==> config.mk <==
export PLATFORM = sky130hd
export DESIGN_NAME = occ_comparator
export DESIGN_NICKNAME = d
export VERILOG_FILES = /design/src/hdl/occ_pkg.sv /design/src/hdl/occ_sinc3.sv /design/src/hdl/occ_comparator.sv
export SDC_FILE = /design/constraint.sdc
export NUM_CORES = 1
export LEC_CHECK = 0
export BUFFER_PORTS_ARGS = -buffer_cell sky130_fd_sc_hd__buf_2
export CELL_PAD_IN_SITES_DETAIL_PLACEMENT = 0
export CELL_PAD_IN_SITES_GLOBAL_PLACEMENT = 1
export CORE_ASPECT_RATIO = 1.2
export CORE_MARGIN = 8
export CORE_UTILIZATION = 44
export CTS_CLUSTER_DIAMETER = 40
export CTS_CLUSTER_SIZE = 20
export DETAILED_ROUTE_END_ITERATION = 8
export PLACE_DENSITY_LB_ADDON = 0.1
export SLEW_MARGIN = 20
export SYNTH_ARGS = -nofsm -noshare
export SYNTH_HDL_FRONTEND = slang
export SYNTH_HIERARCHICAL = 1
export SYNTH_SLANG_ARGS = --single-unit
==> constraint.sdc <==
create_clock -name i_mclk -period 5 [get_ports i_mclk]
set_input_delay 1 -clock i_mclk [delete_from_list [all_inputs] [get_ports i_mclk]]
set_output_delay 1 -clock i_mclk [all_outputs]
set_load 0.02 [all_outputs]
==> src/hdl/occ_pkg.sv <==
// Purpose: constants and types of the overcurrent comparator
// Assumes: register index times four gives the byte address
// Notes:   thresholds and filter data are signed 16 bit
// How it works
// - enable bit runs the fast filter and comparator while i_chan_en is high, clear stops both
// - fast filter is held cleared while the channel is stopped
// - polarity bit picks low or high pin level during a fault
// - fault is active while either threshold event flag is active
// - fault reaches the shared pin only when source select picks it
// - event trips after the programmed count of consecutive exceedances
// - fast filter is third order sinc with fixed ratio 64
// - any sample back inside restarts the count, no hysteresis
// - high event when filter output strictly above high limit
// - high limit 7fff turns high detection off
// - limits and filter output compare as signed 16 bit numbers
// - low event when strictly below low limit, 8000 turns it off
package occ_pkg;

	// ----------------------------------------------------------
	// register map, word index per register
	// ----------------------------------------------------------
	localparam int unsigned AW = 10;
	localparam int unsigned DW = 16;
	localparam logic [7:0] IDX_CFG  = 8'hc7;
	localparam logic [7:0] IDX_HIGH = 8'hc8;
	localparam logic [7:0] IDX_LOW  = 8'hc9;
	localparam logic [7:0] IDX_STS  = 8'hd0;
	localparam logic [7:0] IDX_CLR  = 8'hd1;
	localparam logic [7:0] IDX_IEN  = 8'hd2;
	localparam logic [7:0] IDX_PIN  = 8'hd3;
	localparam logic [15:0] HIGH_RST = 16'h7fff;
	localparam logic [15:0] LOW_RST  = 16'h8000;
	localparam logic [7:0]  CFG_RST  = 8'h00;
	localparam logic [2:0]  PIN_RST  = 3'h0;
	localparam int unsigned CFG_LSB  = 8;
	localparam int unsigned PIN_GPO  = 0;
	localparam int unsigned PIN_SRC  = 1;
	localparam int unsigned PIN_FMT  = 2;

	// ----------------------------------------------------------
	// filter and timing
	// ----------------------------------------------------------
	localparam int unsigned SINC_OSR = 64;
	localparam int unsigned SINC_W   = 20;
	localparam int unsigned SINC_SHR = 3;
	localparam int unsigned SETTLE   = 3;
	localparam int unsigned MOD_DIV  = 8;
	localparam int unsigned CNT_W    = 8;

	// ----------------------------------------------------------
	// types
	// ----------------------------------------------------------
	typedef struct packed {
		logic [AW-1:0] addr;
		logic [DW-1:0] wdata;
		logic          wr;
		logic          rd;
	} occ_bus_t;

	// same bit order as config register bits 15..8
	typedef struct packed {
		logic       en;
		logic       pol;
		logic       rsv;
		logic [4:0] num;
	} occ_cfg_t;

	typedef struct packed {
		logic signed [SINC_W-1:0] i1;
		logic signed [SINC_W-1:0] i2;
		logic signed [SINC_W-1:0] i3;
		logic signed [SINC_W-1:0] p1;
		logic signed [SINC_W-1:0] p2;
		logic signed [SINC_W-1:0] p3;
		logic [5:0]               dec;
		logic [1:0]               settle;
		logic signed [15:0]       out;
		logic                     vld;
	} occ_sinc_t;

	// count code to consecutive samples needed
	function automatic logic [CNT_W-1:0] occ_need(input logic [4:0] c);
		logic [CNT_W-1:0] w;
		w = {3'h0, c};
		if (c < 5'h12)
			return w + 8'h01;
		return (w - 8'h0f) << 3;
	endfunction

endpackage

==> src/hdl/occ_sinc3.sv <==
// Purpose: third order sinc decimator for the comparator path
// Assumes: one modulator bit per i_ce pulse
// Notes:   first outputs after a clear are held back until settled
`timescale 1ns/100ps
module occ_sinc3
(
	// clock and reset
	input  wire logic               i_mclk,
	input  wire logic               i_rst,
	// control
	input  wire logic               i_clr,
	input  wire logic               i_ce,
	input  wire logic               i_bit,
	// filtered sample
	output logic signed [15:0]      o_data,
	output logic                    o_vld
);
	localparam int unsigned W = occ_pkg::SINC_W;

	occ_pkg::occ_sinc_t s_r;
	occ_pkg::occ_sinc_t s_nxt;
	logic signed [W-1:0] x;
	logic signed [W-1:0] d1;
	logic signed [W-1:0] d2;
	logic signed [W-1:0] d3;
	logic signed [W-1:0] q;

	// ----------------------------------------------------------
	// integrate at bit rate, differentiate at sample rate
	// ----------------------------------------------------------
	always_comb
	begin
		s_nxt = s_r;
		s_nxt.vld = 1'b0;
		x = i_bit ? 20'sh00001 : -20'sh00001;
		d1 = s_r.i3 - s_r.p1;
		d2 = d1 - s_r.p2;
		d3 = d2 - s_r.p3;
		q = d3 >>> occ_pkg::SINC_SHR;
		if (i_ce)
		begin
			// wraparound sums are harmless in a sinc structure
			s_nxt.i1 = s_r.i1 + x;
			s_nxt.i2 = s_r.i2 + s_r.i1;
			s_nxt.i3 = s_r.i3 + s_r.i2;
			s_nxt.dec = s_r.dec + 6'h01;
			if (s_r.dec == 6'(occ_pkg::SINC_OSR - 1))
			begin
				s_nxt.dec = 6'h00;
				s_nxt.p1 = s_r.i3;
				s_nxt.p2 = d1;
				s_nxt.p3 = d2;
				if (s_r.settle == 2'(occ_pkg::SETTLE))
				begin
					s_nxt.vld = 1'b1;
					// full scale +2^18 would wrap to negative
					if (q > 20'sh07fff)
						s_nxt.out = 16'sh7fff;
					else if (q < -20'sh08000)
						s_nxt.out = -16'sh8000;
					else
						s_nxt.out = q[15:0];
				end
				else
					s_nxt.settle = s_r.settle + 2'h1;
			end
		end
		if (i_clr)
			s_nxt = '0;
	end

	// state register
	always_ff @(posedge i_mclk)
	begin
		if (i_rst)
			s_r <= '0;
		else
			s_r <= s_nxt;
	end

	assign o_data = s_r.out;
	assign o_vld  = s_r.vld;
endmodule

==> src/hdl/occ_comparator.sv <==
// Purpose: overcurrent comparator on the second current channel
// Assumes: modulator bit arrives asynchronously on i_mod_bit
// Notes:   registers are 16 bit words, byte address is index * 4
//
// The strobed register port was chosen for this implementation.
`timescale 1ns/100ps
module occ_comparator
#(
	parameter int unsigned MOD_DIV = occ_pkg::MOD_DIV
)
(
	// clock and reset
	input  wire logic              i_mclk,
	input  wire logic              i_rst,
	// register port
	input  wire occ_pkg::occ_bus_t i_bus,
	output logic [15:0]            o_rdata,
	// converter side
	input  wire logic              i_mod_bit,
	input  wire logic              i_chan_en,
	// shared pin and interrupt
	output logic                   o_pin_out,
	output logic                   o_pin_oe,
	output logic                   o_irq
);
	localparam int unsigned CW = occ_pkg::CNT_W;

	typedef struct packed {
		logic [2:0]       sync;
		logic             mbit;
		logic [7:0]       div;
		occ_pkg::occ_cfg_t cfg;
		logic [15:0]      hi_th;
		logic [15:0]      lo_th;
		logic [2:0]       pin;
		logic [1:0]       sts;
		logic [1:0]       ien;
		logic [CW-1:0]    cnt_hi;
		logic [CW-1:0]    cnt_lo;
		logic             ht;
		logic             lt;
		logic [15:0]      rdata;
		logic             pout;
		logic             poe;
	} occ_st_t;

	occ_st_t st_r;
	occ_st_t st_nxt;

	logic               tick;
	logic               run;
	logic signed [15:0] y;
	logic               vld;
	logic [CW-1:0]      need;
	logic               hi_x;
	logic               lo_x;
	logic               fault;
	logic               level;
	logic [7:0]         idx;
	logic               sel;
	logic [1:0]         clr;

	// ----------------------------------------------------------
	// fast filter
	// ----------------------------------------------------------
	// channel stop reaches the filter only through its clear input
	occ_sinc3 u_sinc
	(
		.i_mclk (i_mclk),
		.i_rst  (i_rst),
		.i_clr  (!run),
		.i_ce   (tick),
		.i_bit  (st_r.mbit),
		.o_data (y),
		.o_vld  (vld)
	);

	// ----------------------------------------------------------
	// combinational terms
	// ----------------------------------------------------------
	// both run only with enable bit and live channel
	assign run  = st_r.cfg.en && i_chan_en;
	assign tick = (st_r.div == 8'(MOD_DIV - 1));
	assign need = occ_pkg::occ_need(st_r.cfg.num);
	// full scale limits switch each side off
	assign hi_x = (st_r.hi_th != occ_pkg::HIGH_RST)
		&& (y > $signed(st_r.hi_th));
	assign lo_x = (st_r.lo_th != occ_pkg::LOW_RST)
		&& (y < $signed(st_r.lo_th));
	assign fault = st_r.ht || st_r.lt;
	assign level = st_r.cfg.pol ? fault : !fault;
	assign idx   = i_bus.addr[9:2];
	assign sel   = (i_bus.addr[1:0] == 2'h0);
	assign clr   = (i_bus.wr && sel && idx == occ_pkg::IDX_CLR)
		? i_bus.wdata[1:0] : 2'h0;

	// ----------------------------------------------------------
	// next state
	// ----------------------------------------------------------
	always_comb
	begin
		st_nxt = st_r;
		st_nxt.rdata = 16'h0000;

		// three stage pin synchroniser, accept when the last two stages agree
		st_nxt.sync = {st_r.sync[1:0], i_mod_bit};
		if (st_r.sync[1] == st_r.sync[2])
			st_nxt.mbit = st_r.sync[2];

		// modulator bit rate enable
		st_nxt.div = tick ? 8'h00 : st_r.div + 8'h01;

		// deglitch counters, one step per filter sample
		if (vld)
		begin
			if (hi_x)
			begin
				if (st_r.cnt_hi != 8'hff)
					st_nxt.cnt_hi = st_r.cnt_hi + 8'h01;
				if (st_r.cnt_hi + 8'h01 >= need)
					st_nxt.ht = 1'b1;
			end
			else
			begin
				st_nxt.cnt_hi = 8'h00;
				st_nxt.ht = 1'b0;
			end
			if (lo_x)
			begin
				if (st_r.cnt_lo != 8'hff)
					st_nxt.cnt_lo = st_r.cnt_lo + 8'h01;
				if (st_r.cnt_lo + 8'h01 >= need)
					st_nxt.lt = 1'b1;
			end
			else
			begin
				st_nxt.cnt_lo = 8'h00;
				st_nxt.lt = 1'b0;
			end
		end
		if (!run)
		begin
			st_nxt.cnt_hi = 8'h00;
			st_nxt.cnt_lo = 8'h00;
			st_nxt.ht = 1'b0;
			st_nxt.lt = 1'b0;
		end

		// sticky status: a new rise wins over a clear
		st_nxt.sts = (st_r.sts & ~clr)
			| {st_nxt.lt & ~st_r.lt, st_nxt.ht & ~st_r.ht};

		// register writes
		if (i_bus.wr && sel)
		begin
			case (idx)
				occ_pkg::IDX_CFG:
					st_nxt.cfg = occ_pkg::occ_cfg_t'(i_bus.wdata[15:8]);
				occ_pkg::IDX_HIGH:
					st_nxt.hi_th = i_bus.wdata;
				occ_pkg::IDX_LOW:
					st_nxt.lo_th = i_bus.wdata;
				occ_pkg::IDX_IEN:
					st_nxt.ien = i_bus.wdata[1:0];
				occ_pkg::IDX_PIN:
					st_nxt.pin = i_bus.wdata[2:0];
				default:
					st_nxt.ien = st_r.ien;
			endcase
		end

		// register reads, answered one cycle later
		if (i_bus.rd && sel)
		begin
			case (idx)
				occ_pkg::IDX_CFG:
					st_nxt.rdata = {st_r.cfg, 8'h00};
				occ_pkg::IDX_HIGH:
					st_nxt.rdata = st_r.hi_th;
				occ_pkg::IDX_LOW:
					st_nxt.rdata = st_r.lo_th;
				occ_pkg::IDX_STS:
					st_nxt.rdata = {14'h0000, st_r.sts};
				occ_pkg::IDX_IEN:
					st_nxt.rdata = {14'h0000, st_r.ien};
				occ_pkg::IDX_PIN:
					st_nxt.rdata = {13'h0000, st_r.pin};
				default:
					st_nxt.rdata = 16'h0000;
			endcase
		end

		// shared pin: source then push-pull or open-drain format
		if (st_r.pin[occ_pkg::PIN_SRC])
			st_nxt.pout = level;
		else
			st_nxt.pout = st_r.pin[occ_pkg::PIN_GPO];
		if (st_r.pin[occ_pkg::PIN_FMT])
		begin
			// open drain only ever pulls low
			st_nxt.poe = !st_nxt.pout;
			st_nxt.pout = 1'b0;
		end
		else
			st_nxt.poe = 1'b1;
	end

	// state register
	always_ff @(posedge i_mclk)
	begin
		if (i_rst)
		begin
			st_r <= '0;
			st_r.cfg <= occ_pkg::CFG_RST;
			st_r.hi_th <= occ_pkg::HIGH_RST;
			st_r.lo_th <= occ_pkg::LOW_RST;
			st_r.pin <= occ_pkg::PIN_RST;
		end
		else
			st_r <= st_nxt;
	end

	// outputs
	assign o_rdata   = st_r.rdata;
	assign o_pin_out = st_r.pout;
	assign o_pin_oe  = st_r.poe;
	assign o_irq     = |(st_r.sts & st_r.ien);

	// ----------------------------------------------------------
	// assertions
	// ----------------------------------------------------------
	property p_off;
		@(posedge i_mclk) disable iff (i_rst)
		!run |=> !st_r.ht && !st_r.lt && st_r.cnt_hi == 8'h00;
	endproperty
	a_off: assert property (p_off)
		else $error("flags set while comparator off");

	property p_pol;
		@(posedge i_mclk) disable iff (i_rst)
		st_r.pin == 3'h2 && st_r.ht |=> o_pin_out == $past(st_r.cfg.pol);
	endproperty
	a_pol: assert property (p_pol)
		else $error("fault pin level ignores polarity");

	property p_or;
		@(posedge i_mclk) disable iff (i_rst)
		st_r.pin == 3'h2 && st_r.lt && !st_r.ht
			|=> o_pin_out == $past(st_r.cfg.pol);
	endproperty
	a_or: assert property (p_or)
		else $error("low event does not show as fault");

	property p_src;
		@(posedge i_mclk) disable iff (i_rst)
		!st_r.pin[1] && !st_r.pin[2] |=> o_pin_out == $past(st_r.pin[0]);
	endproperty
	a_src: assert property (p_src)
		else $error("fault leaks onto unselected pin");

	property p_cnt;
		@(posedge i_mclk) disable iff (i_rst)
		$rose(st_r.ht) |-> st_r.cnt_hi >= $past(need);
	endproperty
	a_cnt: assert property (p_cnt)
		else $error("high event before deglitch count");

	property p_rst;
		@(posedge i_mclk) disable iff (i_rst)
		vld && run && !hi_x |=> st_r.cnt_hi == 8'h00 && !st_r.ht;
	endproperty
	a_rst: assert property (p_rst)
		else $error("count not restarted inside limit");

	property p_eq;
		@(posedge i_mclk) disable iff (i_rst)
		vld && y == $signed(st_r.hi_th) |=> st_r.cnt_hi == 8'h00;
	endproperty
	a_eq: assert property (p_eq)
		else $error("equal value counted as exceedance");

	property p_hoff;
		@(posedge i_mclk) disable iff (i_rst)
		vld && st_r.hi_th == 16'h7fff |=> !st_r.ht;
	endproperty
	a_hoff: assert property (p_hoff)
		else $error("high detection active at 7fff");

	property p_loff;
		@(posedge i_mclk) disable iff (i_rst)
		vld && st_r.lo_th == 16'h8000 |=> st_r.cnt_lo == 8'h00;
	endproperty
	a_loff: assert property (p_loff)
		else $error("low detection active at 8000");

	property p_clr;
		@(posedge i_mclk) disable iff (i_rst)
		vld && !hi_x && !lo_x |=> !fault;
	endproperty
	a_clr: assert property (p_clr)
		else $error("fault stays with no event");

	c_ht: cover property (@(posedge i_mclk) $rose(st_r.ht));
	c_lt: cover property (@(posedge i_mclk) $rose(st_r.lt));
	c_irq: cover property (@(posedge i_mclk) $rose(o_irq));
endmodule

==> flow_summary.ini, run 1 <==
[placement]
placed_area_um2 = 17100
portBuffers = 50
dp_hpwl_mm = 29.0
finalWeightedCongestion = 0.801
pre_cts_ws_ps = -511
numPlacedInstances = 2474

[timing]
finClkSkew_ps = 15.2
max_clock_freq_ghz = 0.191
fin_setup_tns_ps = -3340
setup_violations = 15
period_needed_ps = 5240
max_slew_margin_pct = 38.5
fin_crit_sh_pct = 105
fin_ws_ps = -243
tightest_slew_ps = 899
rsz0062_at_grt = true
hold_violations = 0
slew_violations = 0
whs_ps = 444

[critical_path]
critPathRequiredTime_ps = 5420
worstSetupPathType = flop to flop
crit_path_max_fanout = 7
rrSetupSlack_ps = -240
r2r-start = u_sinc/s_r[85]
rr_worst_depth = 26
rr_endpoint = u_sinc/o_data[4]
cp-end-kind = flop
cp.arrival_ps = 5660
startpoint_type = flop

[grt]
grt_max_degree = 69
grt_pass1_vias = 13600
grt-ovfl-total = 0
gr-usage-met3_pct = 2.80
grt_util_all_layers_pct = 18.2
met2_usage_pct = 34.5
grt.met1_usage_pct = 20.2
busiest_layer = met2
antenna_found_initial = 0
grt_pass1_wl_mm = 65.9

[clocking]
cts_inserted_buffers = 43
insertion_delay_ps = 540
numClockSinks = 240
path_clk_slew_ps = 50
cts_root_buffer = clkbuf_16
htree_levels = 2
ctsHoldBuffers = 0
cts_buffer_depth = 3
cts_tree = done

[pwr]
powerDensity_nw_per_um2 = 276
vdd_drop_max_mv = 0.192
power_mw = 5.23
p_leak_nw = 7.72

[run_status]
status = finished, violations left
violations = negative setup slack

[detailed_routing]
vias = 13600
drc_errors = 0
postRouteAntennaNets = 0
avgRoutedWirePerCell_um = 15.3
vias_per_cell = 5.32
dr.pass1.iters = 5
drtIter0Drc = 535
routed_wl_mm = 39.2

[floorplanning]
die_h_um = 225
die_x_um = 190
pin_count = 51
core_area_um2 = 35900
start_util_pct = 44.7
die-area_um2 = 42900
row_count = 76

[yosys]
synth_edf_count = 0
synth_cell_types = 102
ys_ff_latch = 240
syn-num-nets = 2161
ys_seq_area_share_pct = 29.9
netlist.area_leader.share_pct = 29.9
synth.area.top_cells = dfxtp_1, ha_1, nand2_1
syn-instance-count = 1959
yosysMostFrequentCell = nand2_1
synth_area_um2 = 16100
postSynthAreaPerCell_um2 = 8.20
yosys.area.top_type = dfxtp_1
ys_top_cells_by_count = nand2_1, dfxtp_1, nor2_1
ys.flop_type = dfxtp_1
yosys_warnings = 6
synthArstFlopShare_pct = 0

[final_layout]
fin_area_um2 = 19000
num_antenna_cells = 0
fin_nets = 2263
instances_no_fill = 2562
final_util_pct = 52.7
drive_gt1_share_pct = 15.9
synthToLayoutAreaGrowth_pct = 18.1

[min_path]
min_to = st_r[83]
hold_start = st_r[83]
holdPathStages = 1
hold_path.class = flop to flop

[job]
max_cap_viol_count = 0
placed cells by master (no fill, tap or decap), drive strengths merged, types with 47 or more instances in the layout:
master  instances
a21oi         170
buf           157
clkbuf         51
dfxtp         240
ha            165
inv           140
mux2i          47
nand2         246
nand3          52
nor2          196
nor3           48
o21ai          59
xnor2          81
critical path, cell delays in order (launching register included):
cell and delay (ps):
dfxtp_2 320, inv_2 60, ha_4 120, inv_2 30, fa_2 330, a21o_1 190
a21o_1 170, buf_4 140, xor2_2 150, ha_1 290, o21ai_0 180, nand2b_1 80
o41a_1 130, a21oi_2 170, o21bai_1 70, a21oi_1 170, xnor2_1 160, ha_1 280
a21o_1 180, a21o_1 210, o41ai_4 390, o22ai_4 150, o31a_1 350, or3b_4 400
o31ai_4 110, a21oi_4 150, o221a_1 150
routing by layer:
layer	share of wire [%]	vias to the layer above
met5	0	-
met4	2.8	0
met3	3.4	66
met2	51	168
met1	43	6341
li1	-	7058
how the worst max path moves through the flow:
stage,slack (ps),endpoint,depth (start not counted),start
after floorplan,-80,u_sinc/o_data[12],29,u_sinc/s_r[85]
after global placement,-390,u_sinc/o_data[5],28,u_sinc/s_r[85]
after detailed placement,-510,u_sinc/o_data[10],28,u_sinc/s_r[85]
after CTS,-270,u_sinc/o_data[4],27,u_sinc/s_r[85]
after global routing,-490,u_sinc/o_data[0],28,u_sinc/s_r[85]
final,-240,u_sinc/o_data[4],26,u_sinc/s_r[85]
logic make-up (layout without fill, tap and decap cells):
group,Yosys count,count (layout),synth area share (%)
AND/OR/NAND/NOR,693,693,20.3
AO/OA/AOI/OAI,458,459,20.1
flip-flops,240,240,29.9
buffers and inverters,236,370,6.70
adder cells (fa/ha/maj),170,170,13.5
XOR/XNOR,114,114,6.46
multiplexers,48,48,3.02
state kept, by name, summed over array words and instances (netlist names):
name	cells
st_r	75
u_sinc/s_r	128
u_sinc/o_vld	1
u_sinc/o_data	16
o_pin_oe	1
st_nxt	2
o_rdata	16
o_pin_out	1
where the power goes:
group	internal [mW]	switching, mW
Clock	2.21	1.04
Sequential	1.92	0.00225
Combinational	0.0200	0.0382
Total	4.15	1.08
area by class of cell:
| class | count | area, um^2 |
|---|---|---|
| inverter | 135 | 507 |
| tap | 468 | 586 |
| clock buffer | 51 | 1180 |
| clock inverter | 27 | 425 |
| fill | 3459 | 17000 |
| sequential | 240 | 4810 |
| timing repair buffer | 157 | 1070 |
| multi-input combinational | 1484 | 10400 |
timing repair:
| item | 4_1_cts | 5_1_grt |
|---|---|---|
| endpoints found under the setup margin | 16 | 16 |
| resized for setup | 12 | 15 |
| pin swaps | 19 | 12 |
| setup buffers | 5 | 5 |
| cloned | 1 | 0 |
(Power assumes the default switching activity.)
==> run 2, diff against run 1 <==
- CORE_UTILIZATION: 44 -> 45
- clock period: 5 -> 5.4 ns (I/O delays scaled with it)
==> flow_summary.ini, run 2 (synthesis results as in run 1) <==
[critical_path]
critical_path_buf_inv_count = 4
crit_path_max_fanout = 7
critPathMaxStageDelay_ps = 430
worstSetupPathType = flop to flop
rr_endpoint = u_sinc/o_data[3]
rr_worst_depth = 27
cp-end-kind = flop
startpoint_type = flop
worstSetupStartpoint = u_sinc/s_r[85]
critPathRequiredTime_ps = 5820
cp.arrival_ps = 5800
r2r-start = u_sinc/s_r[85]
cpLargestDelayFamily = compound AO/OA/AOI/OAI gates
rrSetupSlack_ps = 20
slowest_stage = or3b_4

[timing]
fin_crit_sh_pct = 99.6
hold_violations = 0
rsz0062_at_grt = true
max_slew_margin_pct = 37.4
setup_violations = 0
max_clock_freq_ghz = 0.186
tightest_slew_ps = 915
finClkSkew_ps = 17.8
whs_ps = 438
slew_violations = 0
period_needed_ps = 5380

[pwr]
powerDensity_nw_per_um2 = 254
vdd_drop_max_mv = 0.200
p_leak_nw = 7.64

[placement]
portBuffers = 50
finalWeightedCongestion = 0.808
dp_hpwl_mm = 28.2
placed_area_um2 = 16700
numPlacedInstances = 2420

[final_layout]
layout_common_cells = nand2_1, dfxtp_1, nor2_1
top_register = u_sinc/s_r
synthToLayoutAreaGrowth_pct = 18.3
final_common_cell = nand2_1
instances_no_fill = 2531
num_antenna_cells = 0
fin_area_um2 = 19000
fin_nets = 2232
top_regs = u_sinc/s_r x128, st_r x75
drive_gt1_share_pct = 16.0
largest_register_ffs = 128

[detailed_routing]
drtIter0Drc = 530
postRouteAntennaNets = 0
vias_per_cell = 5.37
routed_wl_mm = 39.0
drc_errors = 0
dr.pass1.iters = 5
vias = 13600
avgRoutedWirePerCell_um = 15.4

[clocking]
htree_levels = 2
insertion_delay_ps = 540
cts_buffer_depth = 3
cts_inserted_buffers = 44
numClockSinks = 240
path_clk_slew_ps = 50
cts_tree = done
cts_root_buffer = clkbuf_16

[floorplanning]
die-area_um2 = 42000
pin_count = 51
row_count = 76
die_h_um = 223
die_x_um = 188
start_util_pct = 45.1
core_area_um2 = 35600

[min_path]
hold_path.class = flop to flop
hold_start = st_r[83]
holdPathStages = 1
min_to = st_r[83]

[job]
max_cap_viol_count = 0

[grt]
antenna_found_initial = 0
grt_util_all_layers_pct = 18.0
grt_max_degree = 68
grt-ovfl-total = 0
grt_pass1_wl_mm = 64.3
grt_pass1_vias = 13300

[run_status]
status = finished, final reports clean
-- run 2: cell count changes in the layout (fill, tap and decap cells not counted), sizes merged --
cell,previous run,this run
buf,157,124
clkbuf,51,54
clkinvlp,4,2
clkinv,8,9
-- run 2: final cells by class --
cell class                      count  area [um^2]
Sequential cell                   240         4810
Tap cell                          468          586
Fill cell                        3412        16600
Clock buffer                       53         1170
Clock inverter                     26          417
Timing Repair Buffer              125          867
Inverter                          135          507
Multi-Input combinational cell   1484        10600
-- run 2: metal layers --
metal / vias up / GRT usage (%) / part of all wire [%]
met5: - / 0 / 0
met2: 196 / 34.0 / 51
met4: 0 / 6.84 / 3.3
li1: 7003 / - / -
met1: 6319 / 19.8 / 42
met3: 70 / 3.00 / 3.7
-- run 2: stage by stage --
step	setup TNS, ps	utilization, %	power, mW	setup slack, ps
floorplan	0	-	1.84	204
global placement	-1640	46.9	1.87	-137
detailed placement	-3910	46.9	1.87	-295
CTS	-2.78	52.2	4.89	-2.78
global route	-3490	53.4	4.98	-251
finish	0	53.4	4.82	22.8
-- run 2: worst max-delay path by stage --
stage / to / slack [ps] / cells after the start
2_1_floorplan: u_sinc/o_data[12] / 200 / 28
3_3_place_gp: u_sinc/o_data[4] / -140 / 30
3_5_place_dp: u_sinc/o_data[3] / -300 / 30
4_1_cts: u_sinc/o_data[4] / -3 / 28
5_1_grt: u_sinc/o_data[8] / -250 / 27
6_report: u_sinc/o_data[3] / 20 / 27
-- run 2: timing repair --
action                     4_1_cts  5_1_grt
hold endpoints to repair         0        0
hold buffers                     0        0
gates resized for setup         31       60
pin swaps                       26       74
gates cloned                     1        1
setup buffers                   16       14
setup endpoints to repair       15       16
-- run 2: power by group --
group / switching, mW / leakage, nW / internal, mW / total, mW
registers: 0.00236 / 1.94 / 1.78 / 1.78
clock network: 0.965 / 0.773 / 2.02 / 2.99
logic: 0.0340 / 4.93 / 0.0184 / 0.0524
==> run 3, diff against run 2 <==
- CORE_UTILIZATION: 45 -> 25
==> flow_summary.ini, run 3 (synthesis results as in run 1) <==
[run_status]
status = finished, final reports clean

[final_layout]
num_antenna_cells = 0
top_regs = u_sinc/s_r x128, st_r x75
layout_common_cells = nand2_1, dfxtp_1, nor2_1
final_common_cell = nand2_1
fin_area_um2 = 20000
drive_gt1_share_pct = 16.9
largest_register_ffs = 128
synthToLayoutAreaGrowth_pct = 24.3
fin_nets = 2253
top_register = u_sinc/s_r

[critical_path]
cp.arrival_ps = 5700
rr_worst_depth = 24
startpoint_type = flop
worstSetupPathType = flop to flop
critPathRequiredTime_ps = 5860
cp-end-kind = flop
crit_path_max_fanout = 7

[grt]
grt_pass1_wl_mm = 74.1
grt_util_all_layers_pct = 12.5
grt-ovfl-total = 0
antenna_found_initial = 0
grt_pass1_vias = 14100
grt_max_degree = 65

[pwr]
vdd_drop_max_mv = 0.202
p_leak_nw = 7.95
power_mw = 5.81
powerDensity_nw_per_um2 = 291

[timing]
whs_ps = 437
rsz0062_at_grt = true
max_slew_margin_pct = 40.1
max_clock_freq_ghz = 0.191
period_needed_ps = 5240
hold_violations = 0
finClkSkew_ps = 31.6
fin_crit_sh_pct = 97.1
setup_violations = 0
tightest_slew_ps = 876
slew_violations = 0
fin_ws_ps = 159

[clocking]
cts_root_buffer = clkbuf_16
ctsHoldBuffers = 0
cts_buffer_depth = 3
insertion_delay_ps = 590
numClockSinks = 240
cts_inserted_buffers = 67
path_clk_slew_ps = 40
htree_levels = 3
cts_tree = done

[floorplanning]
die_x_um = 247
core_area_um2 = 64100
die_h_um = 294
start_util_pct = 25.1
die-area_um2 = 72600
row_count = 102
pin_count = 51

[detailed_routing]
postRouteAntennaNets = 0
routed_wl_mm = 45.2
drc_errors = 0
drtIter0Drc = 426
avgRoutedWirePerCell_um = 15.4
vias = 13800
dr.pass1.iters = 6
vias_per_cell = 4.70

[min_path]
holdPathStages = 1
hold_path.class = flop to flop

[placement]
pre_cts_ws_ps = -227
placed_area_um2 = 17300
portBuffers = 50
dp_hpwl_mm = 33.1
finalWeightedCongestion = 0.751

[job]
max_cap_viol_count = 0
run 3: changes by cell type in the layout (fill, tap and decap cells not counted), sizes merged:
| cell | delta |
|---|---|
| clkinv | +8 |
| inv | +2 |
| clkbuf | +33 |
| o21ai | +1 |
| buf | -2 |
| bufinv | -4 |
run 3: what timing repair did:
item                       in CTS  in global routing
setup buffers                   2                  8
pin swaps                      19                 36
gates resized for setup        16                 50
setup endpoints to repair      15                 16
cloned                          1                  1
run 3: critical path, cell delays in order, from the launching register on:
cell and delay [ps]:
dfxtp_1 320, buf_4 160, ha_1 270, nand2b_1 110, nand2b_1 60, a21oi_1 180, xnor2_1 180, ha_1 300
o21a_1 120, o31a_1 110, o41a_1 370, a21oi_2 170, o21bai_1 90, a21oi_2 180, xnor2_2 130, ha_1 260
a21o_1 180, a21o_1 220, o41ai_4 420, o22ai_4 150, o31a_1 290, or3b_4 420, o31ai_4 120, a21oi_4 160
o221a_1 150
run 3: layout make-up:
cell class                      instances  area, um^2
Tap cell                              832        1040
Clock buffer                           87        1900
Inverter                              135         507
Sequential cell                       240        4810
Fill cell                            6861       44100
Clock inverter                         32         372
Multi-Input combinational cell       1485       10500
Timing Repair Buffer                  122         802
run 3: metal layers:
layer	vias to the layer above	global-route usage [%]	part of all wire [%]
met3	78	2.32	3.8
met1	6415	14.1	43
met4	0	5.35	3.1
li1	7092	-	-
met2	195	22.6	50
met5	-	0	0
run 3: worst paths after layout:
kind                                     start  slack [ps]          endpoint
worst max-delay path            u_sinc/s_r[86]         160  u_sinc/o_data[4]
worst min-delay path                  st_r[83]         440          st_r[83]
worst max register to register  u_sinc/s_r[86]         160  u_sinc/o_data[4]
worst min register to register        st_r[83]         440          st_r[83]
run 3: power breakdown:
group | internal [mW] | switching (mW)
Clock | 2.76 | 1.21
Sequential | 1.78 | 0.00217
Combinational | 0.0185 | 0.0355
run 3: metrics by stage:
stage               utilization, %  instances  TNS (ps)
global placement              26.9       2802     -2050
detailed placement            26.9       2802     -2980
CTS                           30.6       2924         0
floorplan                        -       1959         0
finish                        31.2       2933         0
global route                  31.2       2933     -1480
